--- src/rtl/psf_pkg.sv ---
// Package of constants and types shared by both ends of the sample buffer link.
// Assumes a single 100 MHz clock domain and a synchronous active-low reset.
package psf_pkg;
   // ------------------------------------------------------------------
   // Register offsets
   // ------------------------------------------------------------------
   localparam logic [7:0] ADDR_BUFFER_CONFIG = 8'h37;
   localparam logic [7:0] ADDR_WRITE_INDEX = 8'h38;
   localparam logic [7:0] ADDR_READ_INDEX = 8'h39;
   localparam logic [7:0] ADDR_LOST_SAMPLE_COUNT = 8'h3a;
   localparam logic [7:0] ADDR_SAMPLE_BYTE_PORT = 8'h3b;
   localparam logic [7:0] ADDR_DEVICE_IDENTITY = 8'h3d;
   localparam logic [7:0] ADDR_EMITTER1_GAIN_TRIM = 8'h42;
   localparam logic [7:0] ADDR_EMITTER2_GAIN_TRIM = 8'h43;
   // ------------------------------------------------------------------
   // Field positions and reset values
   // ------------------------------------------------------------------
   localparam int ROLLOVER_BIT = 4;
   localparam int THRESH_MSB = 3;
   localparam int INDEX_MSB = 4;
   localparam int COUNT_MSB = 3;
   localparam logic [7:0] RESET_CONFIG = 8'h00;
   localparam logic [4:0] RESET_INDEX = 5'h00;
   localparam logic [3:0] RESET_COUNT = 4'h0;
   localparam logic [3:0] COUNT_MAX = 4'hf;
   // Arbitrary identity and trim defaults, not taken from any part.
   localparam logic [7:0] IDENTITY_VALUE = 8'h5a;
   localparam logic [7:0] TRIM_DEFAULT = 8'h00;
   // ------------------------------------------------------------------
   // Sizes
   // ------------------------------------------------------------------
   localparam int DEPTH = 32;
   localparam int SAMPLE_W = 18;
   localparam logic [5:0] DEPTH_COUNT = 6'h20;
   // Byte phase of the three-byte sample readout.
   typedef enum logic [2:0] {
      PH_LOW = 3'h1,
      PH_MID = 3'h2,
      PH_TOP = 3'h4
   } psf_phase_type;
   // Host transfer state.
   typedef enum logic [2:0] {
      HS_IDLE = 3'h1,
      HS_REQ = 3'h2,
      HS_WAIT = 3'h4
   } psf_host_state_type;
endpackage : psf_pkg

--- src/rtl/psf_link_if.sv ---
// Interface joining the host end to the sample buffer end.
// Assumes both ends share one clock; register access is a simple request/answer.
`timescale 1ns/10ps
`default_nettype none
interface psf_link_if;
   logic req;          // Host request valid.
   logic wr;           // High for a write request.
   logic [7:0] addr;   // Register address.
   logic [7:0] wdata;  // Write data.
   logic ack;          // Device answer, one-cycle pulse.
   logic [7:0] rdata;  // Read data, valid with ack.
   modport device (input req, wr, addr, wdata, output ack, rdata);
   modport host (output req, wr, addr, wdata, input ack, rdata);
endinterface : psf_link_if
`default_nettype wire

--- src/rtl/psf_device.sv ---
// Sample buffer end: 32-entry store of 18-bit samples with indexed register access.
// Assumes samples arrive from the measurement logic on the same clock, with valid/ready.
`timescale 1ns/10ps
`default_nettype none
module psf_device (
   // Clock and reset.
   input wire logic clock_in,
   input wire logic reset_n_in,
   // Register link.
   psf_link_if.device link,
   // Sample source from the measurement logic.
   input wire logic sample_valid_in,
   input wire logic [17:0] sample_data_in,
   input wire logic sample_emitter2_in,
   output logic sample_ready_out,
   input wire logic dual_emitter_mode_in,
   // Status.
   output logic almost_full_out,
   output logic [5:0] fill_level_out
);
   // ------------------------------------------------------------------
   // State
   // ------------------------------------------------------------------
   logic [17:0] mem [0:psf_pkg::DEPTH-1];  // Sample store.
   logic [7:0] config_r;                   // Rollover and threshold.
   logic [4:0] wr_index_r;                 // Next entry to fill.
   logic [4:0] rd_index_r;                 // Entry at the data port.
   logic [3:0] lost_r;                     // Overwrite counter.
   logic [5:0] level_r;                    // Unread entries.
   logic [7:0] trim1_r;                    // Emitter 1 gain trim.
   logic [7:0] trim2_r;                    // Emitter 2 gain trim.
   psf_pkg::psf_phase_type phase_r;        // Byte phase of readout.
   // Two-entry skid buffer between source and the scaler.
   logic [18:0] skid_data_r [0:1];
   logic [1:0] skid_cnt_r;
   logic skid_wptr_r;
   logic skid_rptr_r;
   logic skid_pop;
   logic [18:0] head;
   logic [17:0] scaled;
   logic [26:0] product;                   // Full 18 by 9 bit product, so no carry is lost before the shift.
   logic [7:0] trim_sel;
   logic full;
   logic store;
   logic overwrite;
   logic host_wr;
   logic host_rd_data;
   logic [3:0] empties;

   // Decode of a host write to one address.
   function automatic logic is_write(input logic [7:0] a);
      is_write = link.req && link.wr && (link.addr == a);
   endfunction : is_write

   // ------------------------------------------------------------------
   // Skid buffer: stalls the source only when both entries hold data.
   // ------------------------------------------------------------------
   assign sample_ready_out = (skid_cnt_r != 2'h2);
   assign head = skid_data_r[skid_rptr_r];
   assign skid_pop = (skid_cnt_r != 2'h0);

   // Buffer write side and occupancy count.
   always_ff @(posedge clock_in) begin
      if (!reset_n_in) begin
         skid_cnt_r <= 2'h0;
         skid_wptr_r <= 1'b0;
         skid_rptr_r <= 1'b0;
      end else begin
         if (sample_valid_in && sample_ready_out) begin
            skid_data_r[skid_wptr_r] <= {sample_emitter2_in, sample_data_in};
            skid_wptr_r <= ~skid_wptr_r;
         end
         if (skid_pop) begin
            skid_rptr_r <= ~skid_rptr_r;
         end
         skid_cnt_r <= skid_cnt_r + {1'b0, sample_valid_in && sample_ready_out} - {1'b0, skid_pop};
      end
   end

   // ------------------------------------------------------------------
   // Gain scaling and store decision.
   // ------------------------------------------------------------------
   // Trim zero means unity; otherwise scale by (256+trim)/256 and clip.
   // In dual mode the emitter flag picks the second trim for samples flagged as emitter 2.
   assign trim_sel = (dual_emitter_mode_in && head[18]) ? trim2_r : trim1_r;
   assign product = (27'(head[17:0]) * 27'({1'b1, trim_sel})) >> 8;
   // Saturation keeps the value within the 18-bit field.
   assign scaled = (product[26:18] != 9'h000) ? 18'h3ffff : product[17:0];
   assign full = (level_r == psf_pkg::DEPTH_COUNT);
   assign store = skid_pop && (!full || config_r[psf_pkg::ROLLOVER_BIT]);
   assign overwrite = skid_pop && full && config_r[psf_pkg::ROLLOVER_BIT];

   // Sample store write; reset clears every entry, so the data port reads zero after reset.
   always_ff @(posedge clock_in) begin
      if (!reset_n_in) begin
         for (int i = 0; i < psf_pkg::DEPTH; i++) begin
            mem[i] <= 18'h00000;
         end
      end else if (store) begin
         mem[wr_index_r] <= scaled;
      end
   end

   // ------------------------------------------------------------------
   // Register writes and host access decode.
   // ------------------------------------------------------------------
   assign host_wr = link.req && link.wr;
   assign host_rd_data = link.req && !link.wr && (link.addr == psf_pkg::ADDR_SAMPLE_BYTE_PORT);

   // Configuration and trim registers.
   always_ff @(posedge clock_in) begin
      if (!reset_n_in) begin
         config_r <= psf_pkg::RESET_CONFIG;
         trim1_r <= psf_pkg::TRIM_DEFAULT;
         trim2_r <= psf_pkg::TRIM_DEFAULT;
      end else begin
         if (is_write(psf_pkg::ADDR_BUFFER_CONFIG)) begin
            config_r <= {3'h0, link.wdata[4:0]};
         end
         if (is_write(psf_pkg::ADDR_EMITTER1_GAIN_TRIM)) begin
            trim1_r <= link.wdata;
         end
         if (is_write(psf_pkg::ADDR_EMITTER2_GAIN_TRIM)) begin
            trim2_r <= link.wdata;
         end
      end
   end

   // Write index: host write has priority, else advance on store.
   always_ff @(posedge clock_in) begin
      if (!reset_n_in) begin
         wr_index_r <= psf_pkg::RESET_INDEX;
      end else if (is_write(psf_pkg::ADDR_WRITE_INDEX)) begin
         wr_index_r <= link.wdata[4:0];
      end else if (store) begin
         wr_index_r <= wr_index_r + 5'h01;
      end
   end

   // Read index and byte phase; the third byte read advances the index.
   always_ff @(posedge clock_in) begin
      if (!reset_n_in) begin
         rd_index_r <= psf_pkg::RESET_INDEX;
         phase_r <= psf_pkg::PH_LOW;
      end else if (is_write(psf_pkg::ADDR_READ_INDEX)) begin
         rd_index_r <= link.wdata[4:0];
         phase_r <= psf_pkg::PH_LOW;
      end else if (host_rd_data) begin
         unique case (phase_r)
            psf_pkg::PH_LOW: begin
               phase_r <= psf_pkg::PH_MID;
            end
            psf_pkg::PH_MID: begin
               phase_r <= psf_pkg::PH_TOP;
            end
            psf_pkg::PH_TOP: begin
               phase_r <= psf_pkg::PH_LOW;
               rd_index_r <= rd_index_r + 5'h01;
            end
         endcase
      end
   end

   // Lost counter: the overwrite event wins over a host clear.
   always_ff @(posedge clock_in) begin
      if (!reset_n_in) begin
         lost_r <= psf_pkg::RESET_COUNT;
      end else if (overwrite) begin
         if (lost_r != psf_pkg::COUNT_MAX) begin
            lost_r <= lost_r + 4'h1;
         end
      end else if (is_write(psf_pkg::ADDR_LOST_SAMPLE_COUNT)) begin
         lost_r <= link.wdata[3:0];
      end
   end

   // Fill level counts stores less completed sample reads, and an overwrite leaves it; a rewrite of
   // either index clears it to zero and leaves it to the host to keep them consistent.
   always_ff @(posedge clock_in) begin
      if (!reset_n_in) begin
         level_r <= 6'h00;
      end else if (is_write(psf_pkg::ADDR_WRITE_INDEX) || is_write(psf_pkg::ADDR_READ_INDEX)) begin
         level_r <= 6'h00;
      end else begin
         if (store && !overwrite && !(host_rd_data && phase_r == psf_pkg::PH_TOP && level_r != 6'h00)) begin
            level_r <= level_r + 6'h01;
         end else if (!store && host_rd_data && phase_r == psf_pkg::PH_TOP && level_r != 6'h00) begin
            level_r <= level_r - 6'h01;
         end
      end
   end

   // Almost full compares empty entries with the threshold; zero means full.
   assign empties = (level_r >= 6'h11) ? 4'(psf_pkg::DEPTH_COUNT - level_r) : 4'hf;
   assign almost_full_out = (level_r >= 6'h11) && (empties == config_r[psf_pkg::THRESH_MSB:0]);
   assign fill_level_out = level_r;

   // ------------------------------------------------------------------
   // Read answer: one cycle after the request, the address never moves.
   // ------------------------------------------------------------------
   always_ff @(posedge clock_in) begin
      if (!reset_n_in) begin
         link.ack <= 1'b0;
         link.rdata <= 8'h00;
      end else begin
         link.ack <= link.req;
         if (link.req && !link.wr) begin
            unique case (link.addr)
               psf_pkg::ADDR_BUFFER_CONFIG: link.rdata <= config_r;
               psf_pkg::ADDR_WRITE_INDEX: link.rdata <= {3'h0, wr_index_r};
               psf_pkg::ADDR_READ_INDEX: link.rdata <= {3'h0, rd_index_r};
               psf_pkg::ADDR_LOST_SAMPLE_COUNT: link.rdata <= {4'h0, lost_r};
               psf_pkg::ADDR_SAMPLE_BYTE_PORT: begin
                  unique case (phase_r)
                     psf_pkg::PH_LOW: link.rdata <= mem[rd_index_r][7:0];
                     psf_pkg::PH_MID: link.rdata <= mem[rd_index_r][15:8];
                     psf_pkg::PH_TOP: link.rdata <= {6'h00, mem[rd_index_r][17:16]};
                  endcase
               end
               psf_pkg::ADDR_DEVICE_IDENTITY: link.rdata <= psf_pkg::IDENTITY_VALUE;
               psf_pkg::ADDR_EMITTER1_GAIN_TRIM: link.rdata <= trim1_r;
               psf_pkg::ADDR_EMITTER2_GAIN_TRIM: link.rdata <= trim2_r;
               default: link.rdata <= 8'h00;
            endcase
         end
      end
   end
endmodule : psf_device
`default_nettype wire

--- src/flat_wrapper.sv ---
// flat-port wrapper written by rule: the top's interface ports become plain ports
module psf_device_flat 
  (clock_in, reset_n_in, sample_valid_in, sample_data_in, sample_emitter2_in, sample_ready_out, dual_emitter_mode_in, almost_full_out, fill_level_out, link_req, link_wr, link_addr, link_wdata, link_ack, link_rdata);
  psf_link_if link_i ();
  input wire logic clock_in;
  input wire logic reset_n_in;
  input wire logic sample_valid_in;
  input wire logic [17:0] sample_data_in;
  input wire logic sample_emitter2_in;
  output logic sample_ready_out;
  input wire logic dual_emitter_mode_in;
  output logic almost_full_out;
  output logic [5:0] fill_level_out;
  input wire logic [$bits(link_i.req)-1:0] link_req;
  input wire logic [$bits(link_i.wr)-1:0] link_wr;
  input wire logic [$bits(link_i.addr)-1:0] link_addr;
  input wire logic [$bits(link_i.wdata)-1:0] link_wdata;
  output wire logic [$bits(link_i.ack)-1:0] link_ack;
  output wire logic [$bits(link_i.rdata)-1:0] link_rdata;
  assign link_i.req = link_req;
  assign link_i.wr = link_wr;
  assign link_i.addr = link_addr;
  assign link_i.wdata = link_wdata;
  assign link_ack = link_i.ack;
  assign link_rdata = link_i.rdata;
  psf_device u_core (.clock_in(clock_in), .reset_n_in(reset_n_in), .link(link_i), .sample_valid_in(sample_valid_in), .sample_data_in(sample_data_in), .sample_emitter2_in(sample_emitter2_in), .sample_ready_out(sample_ready_out), .dual_emitter_mode_in(dual_emitter_mode_in), .almost_full_out(almost_full_out), .fill_level_out(fill_level_out));
endmodule
--- config.mk ---
export PLATFORM = sky130hd
export DESIGN_NAME = psf_device_flat
export DESIGN_NICKNAME = d
export VERILOG_FILES = /design/src/rtl/psf_pkg.sv /design/src/rtl/psf_link_if.sv /design/src/rtl/psf_device.sv /design/src/flat_wrapper.sv
export SDC_FILE = /design/constraint.sdc
export NUM_CORES = 1
export LEC_CHECK = 0
export CORE_MARGIN = 5
export CORE_UTILIZATION = 50
export CTS_CLUSTER_DIAMETER = 30
export DETAILED_ROUTE_END_ITERATION = 8
export DONT_BUFFER_PORTS = 1
export PLACE_DENSITY = 0.66
export SYNTH_ARGS = -nofsm -noshare
export SYNTH_HDL_FRONTEND = slang
export SYNTH_SLANG_ARGS = --single-unit
--- constraint.sdc ---
create_clock -name clock_in -period 9.1 [get_ports clock_in]
set_clock_uncertainty 0.15 [all_clocks]
set_input_delay 1.365 -clock clock_in [delete_from_list [all_inputs] [get_ports clock_in]]
set_output_delay 1.365 -clock clock_in [all_outputs]
set_load 0.01 [all_outputs]
==> results by group, run 1 <==
Run status
  • Outcome: finished clean

Worst setup path
  • Critical R2R Capture: u_core.mem[23][16]
  • CP Cell Sequence: buf_4 > mux2_4 > nand2_1 > mux2_2 > nand2_1 > fa_1 > inv_1 > fa_1 > fa_1 > inv_1 > fa_1 > inv_1 > ha_1 > and2_1 > a221o_1 > a32oi_2 > o31ai_4 > o31a_2 > a211oi_4 > buf_12 > nor2_1
  • CP most frequent cell: fa_1
  • Worst Setup Start Kind: register
  • FF-to-FF setup slack: 1270 ps
  • Max stage delay on crit path: between 600 and 700 ps
  • Max FO, Critical Path: 24
  • Worst Path Required: 9290 ps
  • Setup CP Type: register to register
  • CP max-delay cell: o31a_2
  • Setup crit end kind: register
  • Capture point of the worst path: u_core.mem[23][16]
  • CP Data Arrival Time: around 8000 ps
  • Worst Reg-to-Reg Cells: 21

Clock network
  • Cts bufs inserted: 120
  • CTS tree: built
  • Postcts setup bufs: 0
  • Clock root cell: clkbuf_16
  • Post-CTS sizing: 0
  • H-tree depth: 3
  • Clk_lat worst skew: around 690 ps
  • CTS max path bufs: 3
  • Sinks on Clock Net: a little under 700
  • Hold Buf Count CTS: 0
  • Worst-path clk slew: around 50 ps

GRT
  • GRT Util Overall: 0.243
  • Vias in the first global route: between 20,000 and 25,000
  • First-pass GRT wire length: ~140,000 um
  • GRT overflow: 0
  • Largest net degree at the start of global routing: 93
  • Antenna violations before repair: 0

Logic synthesis
  • EDFF count, synth: roughly 610
  • Sequential-to-total area share from yosys stat: 0.569
  • Avg Inst Size Synth: ~13 um^2
  • Synthesized instance count: between 2,000 and 3,000
  • Post-Synthesis Cell Area: approximately 35,000 um^2
  • Syn. warnings: 0
  • Yosys reg bits: approximately 680
  • Yosys top cell area share: 0.533
  • Count of different cell masters after synthesis: between 70 and 80
  • Synthesized Nets: just under 3,000
  • Most used DFF post-synth: edfxtp_1
  • Synth async-reset ratio: 0
  • Synth area leader: edfxtp_1
  • Largest cells by area after synthesis: edfxtp_1 (53%), mux4_2 (12%), nor2_1 (7.1%)

Power and ir drop
  • Leakage power: ~15 nW
  • Switching share of power: 0.230
  • Power per cell area: 215 nW/um^2
  • P_int: ~6.6 mW
  • Switching power: 1.95 mW
  • Share of total power in combinational logic: 0.054
  • VDD IR max: 0.246 mV
  • Flop pwr share: 0.416
  • Clock Power Share: 0.530

Drt
  • Routed len/inst: between 20 and 25 um
  • TritonRoute pass-1 iters: 7
  • DR DRC count: 0
  • DR iter-0 viols: ~2,200
  • Post-DRT Antenna Nets: 0
  • Vias/cell: between 6 and 7
  • Routed WL: around 91,000 um
  • Vias post-DR: around 22,000

Run
  • MaxCap Viol Count: 0

Timing
  • Least-Margin Pin Slew: 1230 ps
  • Setup tns final: 0 ps
  • Final Hold Vio Count: 0
  • Fin. max-slew vios: 0
  • Achievable Freq: roughly 0.13 GHz
  • Final worst path period need: 7830 ps
  • Final setup fails: 0
  • Final WS setup: between 1000 and 1500 ps
  • RSZ-0062 raised after global routing: false
  • Tcrit/Tclk final: 0.860
  • Slew headroom: 0.175

Die
  • Initial cell density of the core: 0.505
  • Die height: approximately 270 um
  • Core box area: 68,600 um^2
  • I/O Pins: 58
  • FP Rows: 96
  • Die W: roughly 270 um
  • Die footprint: 74,600 um^2

Final layout
  • Fill count: around 5,400
  • Commonest non-fill, non-tap cells in the layout: nor2_1 (656), edfxtp_1 (614), nand2_1 (196), mux4_2 (177), inv_1 (156)
  • Synth-to-Final Area Change: 14.6%
  • Storage element area: 19,700 um^2
  • Util after Layout: 0.578
  • # diodes: 0
  • Multi-input gate area: around 14,000 um^2
  • Commonest non-fill, non-tap cell in the layout: nor2_1
  • Fin nets: 2,865
  • Share of layout cells above drive strength 1: 0.170

Place
  • DP Worst Slack: ~920 ps
  • Gpl congestion: 0.933
  • Port buffer count: 0
  • Detailed placement HPWL: 57,200 um

Worst hold path
  • Hold Crit Class: register to register
==> flip-flops by register name, indices dropped and copies added, names as in the netlist, named ones only <==
name                   flops
u_core.skid_data_r        38
u_core.phase_r             3
u_core.rd_index_r          5
u_core.lost_r              4
u_core.skid_rptr_r         1
u_core.trim2_r             8
u_core.wr_index_r          5
u_core.trim1_r             8
u_core.link.ack            1
u_core.skid_cnt_r          2
u_core.mem               576
u_core.config_r            5
u_core.skid_wptr_r         1
u_core.link.rdata          8
u_core.fill_level_out      6
==> metrics by stage <==
stage	instances	instance area [um^2]	hold WS (ps)	total power, mW
floorplan	2679	34600	291	3.89
global placement	3465	35500	317	4.04
CTS	3691	39700	327	8.54
detailed placement	3465	35500	319	4.06
global route	3691	39700	356	8.75
finish	3691	39700	332	8.51
==> kinds of logic after synthesis <==
group,count (synthesis),share of synthesized area
AND/OR/NAND/NOR,973,0.115
flip-flops,677,0.569
buffers and inverters,341,0.0400
multiplexers,245,0.135
AO/OA/AOI/OAI,244,0.0474
adder cells (fa/ha/maj),168,0.0852
XOR/XNOR,31,0.00784
==> critical path: cells and delay by family, from the launching register on <==
kind                       cells  cell delay, ps
AOI/OAI and AO/OA              5            2220
DFF                            1             310
and+or+nand+nor                4             750
muxes                          2             930
buffers and inverters          5             730
adders and majority gates      5            2400
==> final cells by class <==
cell class,count,share of cell area
inverter,158,0.0150
clock buffer,136,0.0790
clock inverter,90,0.0263
multi-input combinational,1661,0.345
tap,931,0.0294
timing repair buffer,38,0.00877
sequential,677,0.497
==> worst min-delay path by stage <==
stage | start | endpoint | slack, ps | depth (start not counted)
floorplan | u_core.trim1_r[0] | u_core.trim1_r[0] | 290 | 2
global placement | u_core.trim1_r[6] | u_core.trim1_r[6] | 320 | 2
detailed placement | u_core.trim1_r[6] | u_core.trim1_r[6] | 320 | 2
CTS | u_core.trim1_r[6] | u_core.trim1_r[6] | 330 | 2
global route | u_core.trim1_r[6] | u_core.trim1_r[6] | 360 | 2
finish | u_core.trim1_r[6] | u_core.trim1_r[6] | 330 | 2
==> routing by layer <==
metal,share of wire,GRT usage,vias up,wire [um]
li1,-,-,9555,-
met2,0.49,0.399,1055,44600
met5,0,0,-,0
met3,0.084,0.0450,165,7600
met4,0.038,0.0900,0,3420
met1,0.39,0.327,11400,34900
==> Yosys cell counts, drive strengths merged, types with 24 or more instances <==
master  count
inv       156
mux2i      62
buf        75
nand2     196
nor2      657
fa        113
edfxtp    614
o21ai      27
ha         55
clkbuf    108
a21oi     113
nand3      24
mux4      177
dfxtp      63
==> power groups by stage <==
stage / Clock, mW / Combinational (mW) / Sequential (mW)
floorplan: 0 / 0.311 / 3.58
global placement: 0 / 0.449 / 3.59
detailed placement: 0 / 0.458 / 3.60
CTS: 4.54 / 0.462 / 3.54
global route: 4.71 / 0.492 / 3.55
finish: 4.51 / 0.463 / 3.54
Power figures use the tool's default switching activity.
==> inputs of run 2 (changes only) <==
--- a/config.mk
+++ b/config.mk
@@ -5,12 +5,12 @@
 export SDC_FILE = /design/constraint.sdc
 export NUM_CORES = 1
 export LEC_CHECK = 0
+export BUFFER_PORTS_ARGS = -buffer_cell sky130_fd_sc_hd__buf_2
 export CORE_MARGIN = 5
 export CORE_UTILIZATION = 50
 export CTS_CLUSTER_DIAMETER = 30
 export DETAILED_ROUTE_END_ITERATION = 8
-export DONT_BUFFER_PORTS = 1
-export PLACE_DENSITY = 0.66
+export PLACE_DENSITY = 0.67
 export SYNTH_ARGS = -nofsm -noshare
 export SYNTH_HDL_FRONTEND = slang
 export SYNTH_SLANG_ARGS = --single-unit
==> results by group, run 2 (synthesis gave the netlist of run 1 again) <==
Run status
  • Outcome: finished clean (unchanged)

Place
  • Cell Area, Placed: 35,800 um^2 (was 35,500 um^2)
  • Detailed placement HPWL: 57,100 um (was 57,200 um)
  • Gpl congestion: 0.892 (was 0.933)
  • Port buffer count: 57 (was 0)

Worst setup path
  • Max FO, Critical Path: 64 (was 24)
  • Worst Path Required: 9320 ps (was 9290 ps)
  • Worst Setup Start Kind: register (unchanged)
  • CP Data Arrival Time: 8170 ps (was 8010 ps)
  • Worst Reg-to-Reg Cells: 23 (was 21)
  • Setup crit end kind: register (unchanged)
  • Setup CP Type: register to register (unchanged)

Clock network
  • Post-CTS sizing: 0 (unchanged)
  • CTS tree: built (unchanged)
  • CTS max path bufs: 3 (unchanged)
  • Clock root cell: clkbuf_16 (unchanged)
  • Sinks on Clock Net: 677 (unchanged)
  • H-tree depth: 3 (unchanged)
  • Cts bufs inserted: 119 (was 120)
  • Worst-path clk slew: 50 ps (about the same)
  • Postcts setup bufs: 0 (unchanged)
  • Clk_lat worst skew: 670 ps (was 690 ps)
  • Hold Buf Count CTS: 0 (unchanged)

Power and ir drop
  • Leakage power: 14.8 nW (was 14.6 nW)
  • Overall power: 8.42 mW (was 8.51 mW)
  • VDD IR max: 0.187 mV (was 0.246 mV)
  • Power per cell area: 212 nW/um^2 (was 215 nW/um^2)

Timing
  • Least-Margin Pin Slew: 1170 ps (was 1230 ps)
  • Final setup fails: 0 (unchanged)
  • Final Hold Vio Count: 0 (unchanged)
  • Achievable Freq: 0.126 GHz (was 0.128 GHz)
  • Fin. max-slew vios: 0 (unchanged)
  • Final worst path period need: 7940 ps (was 7830 ps)
  • Tcrit/Tclk final: 0.873 (was 0.860)
  • RSZ-0062 raised after global routing: false (unchanged)
  • Slew headroom: 0.219 (was 0.175)
  • Setup tns final: 0 ps (unchanged)

Final layout
  • Synth-to-Final Area Change: 15.0% (was 14.6%)
  • Largest registers: u_core.mem x576, u_core.skid_data_r x38 (unchanged)
  • Largest register by flop count: u_core.mem (unchanged)
  • # diodes: 0 (unchanged)
  • Util after Layout: 0.580 (was 0.578)
  • Number of flip-flops in the largest register: 576 (unchanged)
  • Share of layout cells above drive strength 1: 0.180 (was 0.170)
  • Fin nets: 2,928 (was 2,865)
  • Commonest non-fill, non-tap cell in the layout: nor2_1 (unchanged)
  • Finished Cell Area: 39,800 um^2 (was 39,700 um^2)
  • Commonest non-fill, non-tap cells in the layout: nor2_1 (656), edfxtp_1 (614), nand2_1 (196), mux4_2 (177), inv_1 (156) (unchanged)

Drt
  • DR DRC count: 0 (unchanged)
  • Vias/cell: 5.97 (was 6.00)
  • Routed WL: 90,400 um (was 90,600 um)
  • DR iter-0 viols: 2,842 (was 2,218)
  • Post-DRT Antenna Nets: 0 (unchanged)
  • Vias post-DR: 22,400 (was 22,200)
  • Routed len/inst: 24.1 um (was 24.5 um)
  • TritonRoute pass-1 iters: 5 (was 7)

GRT
  • Vias in the first global route: 22,900 (was 22,600)
  • First-pass GRT wire length: 139,000 um (was 138,000 um)
  • Antenna violations before repair: 0 (unchanged)
  • Largest net degree at the start of global routing: 65 (was 93)
  • GRT Util Overall: 0.244 (was 0.243)
  • GRT overflow: 0 (unchanged)

Die
  • Die height: 273 um (unchanged)
  • Initial cell density of the core: 0.505 (unchanged)
  • I/O Pins: 58 (unchanged)
  • Die footprint: 74,600 um^2 (unchanged)
  • FP Rows: 96 (unchanged)
  • Core box area: 68,600 um^2 (unchanged)
  • Die W: 273 um (unchanged)

Worst hold path
  • Hold Crit Class: register to register (unchanged)
  • Min-Delay Path Depth: 2 (unchanged)

Run
  • MaxCap Viol Count: 0 (unchanged)
[run 2: cell types whose count changed in the layout (fill, tap and decap cells not counted), sizes merged]
| cell | previous run | this run |
|---|---|---|
| inv | 164 | 171 |
| clkbuf | 136 | 141 |
| clkinvlp | 20 | 10 |
| clkinv | 49 | 45 |
| buf | 38 | 102 |
[run 2: where the power goes]
| group | internal [mW] | leakage (nW) | switching (mW) | total [mW] |
|---|---|---|---|---|
| clock network | 2.84 | 1.93 | 1.55 | 4.39 |
| logic | 0.152 | 6.06 | 0.338 | 0.490 |
| registers | 3.50 | 6.81 | 0.0376 | 3.54 |
[run 2: path summary, 6_finish.rpt]
check                         start  slack [ps]                 to
hold / removal    u_core.trim1_r[6]         320  u_core.trim1_r[6]
setup / recovery           register        1160  u_core.mem[6][13]
setup reg to reg           register        1160  u_core.mem[6][13]
hold reg to reg   u_core.trim1_r[6]         320  u_core.trim1_r[6]
[run 2: cell type report]
class / instances / area (um^2)
Sequential cell: 677 / 19700
Multi-Input combinational cell: 1661 / 13700
Inverter: 158 / 593
Timing Repair Buffer: 102 / 636
Fill cell: 5362 / 28800
Tap cell: 931 / 1160
Clock buffer: 141 / 3060
Clock inverter: 83 / 958
[run 2: critical path: stages (launching register included)]
cell	delay [ps]
dfxtp_1	340
buf_4	320
mux2_4	350
nand2_1	350
mux2i_1	260
buf_4	280
inv_1	130
nand2_1	130
fa_1	450
fa_1	570
inv_1	60
fa_1	480
inv_1	50
fa_1	480
inv_1	40
ha_1	320
and2_1	220
a221o_1	410
a32oi_2	410
o31ai_4	140
o31a_2	650
nor2_4	200
buf_4	600
a21oi_1	150
[run 2: metal layers]
metal	up-vias	GRT usage	part of all wire
li1	9673	-	-
met1	11400	0.338	0.39
met2	1177	0.388	0.48
met3	163	0.0475	0.095
met4	0	0.0911	0.035
met5	-	0	0
[run 2: per-stage QoR]
stage	setup WS, ps	hold slack, ps	instances
after global placement	915	315	3529
after floorplan	1580	291	2679
final	1160	320	3753
after CTS	1220	322	3753
after global routing	808	337	3753
after detailed placement	768	314	3529
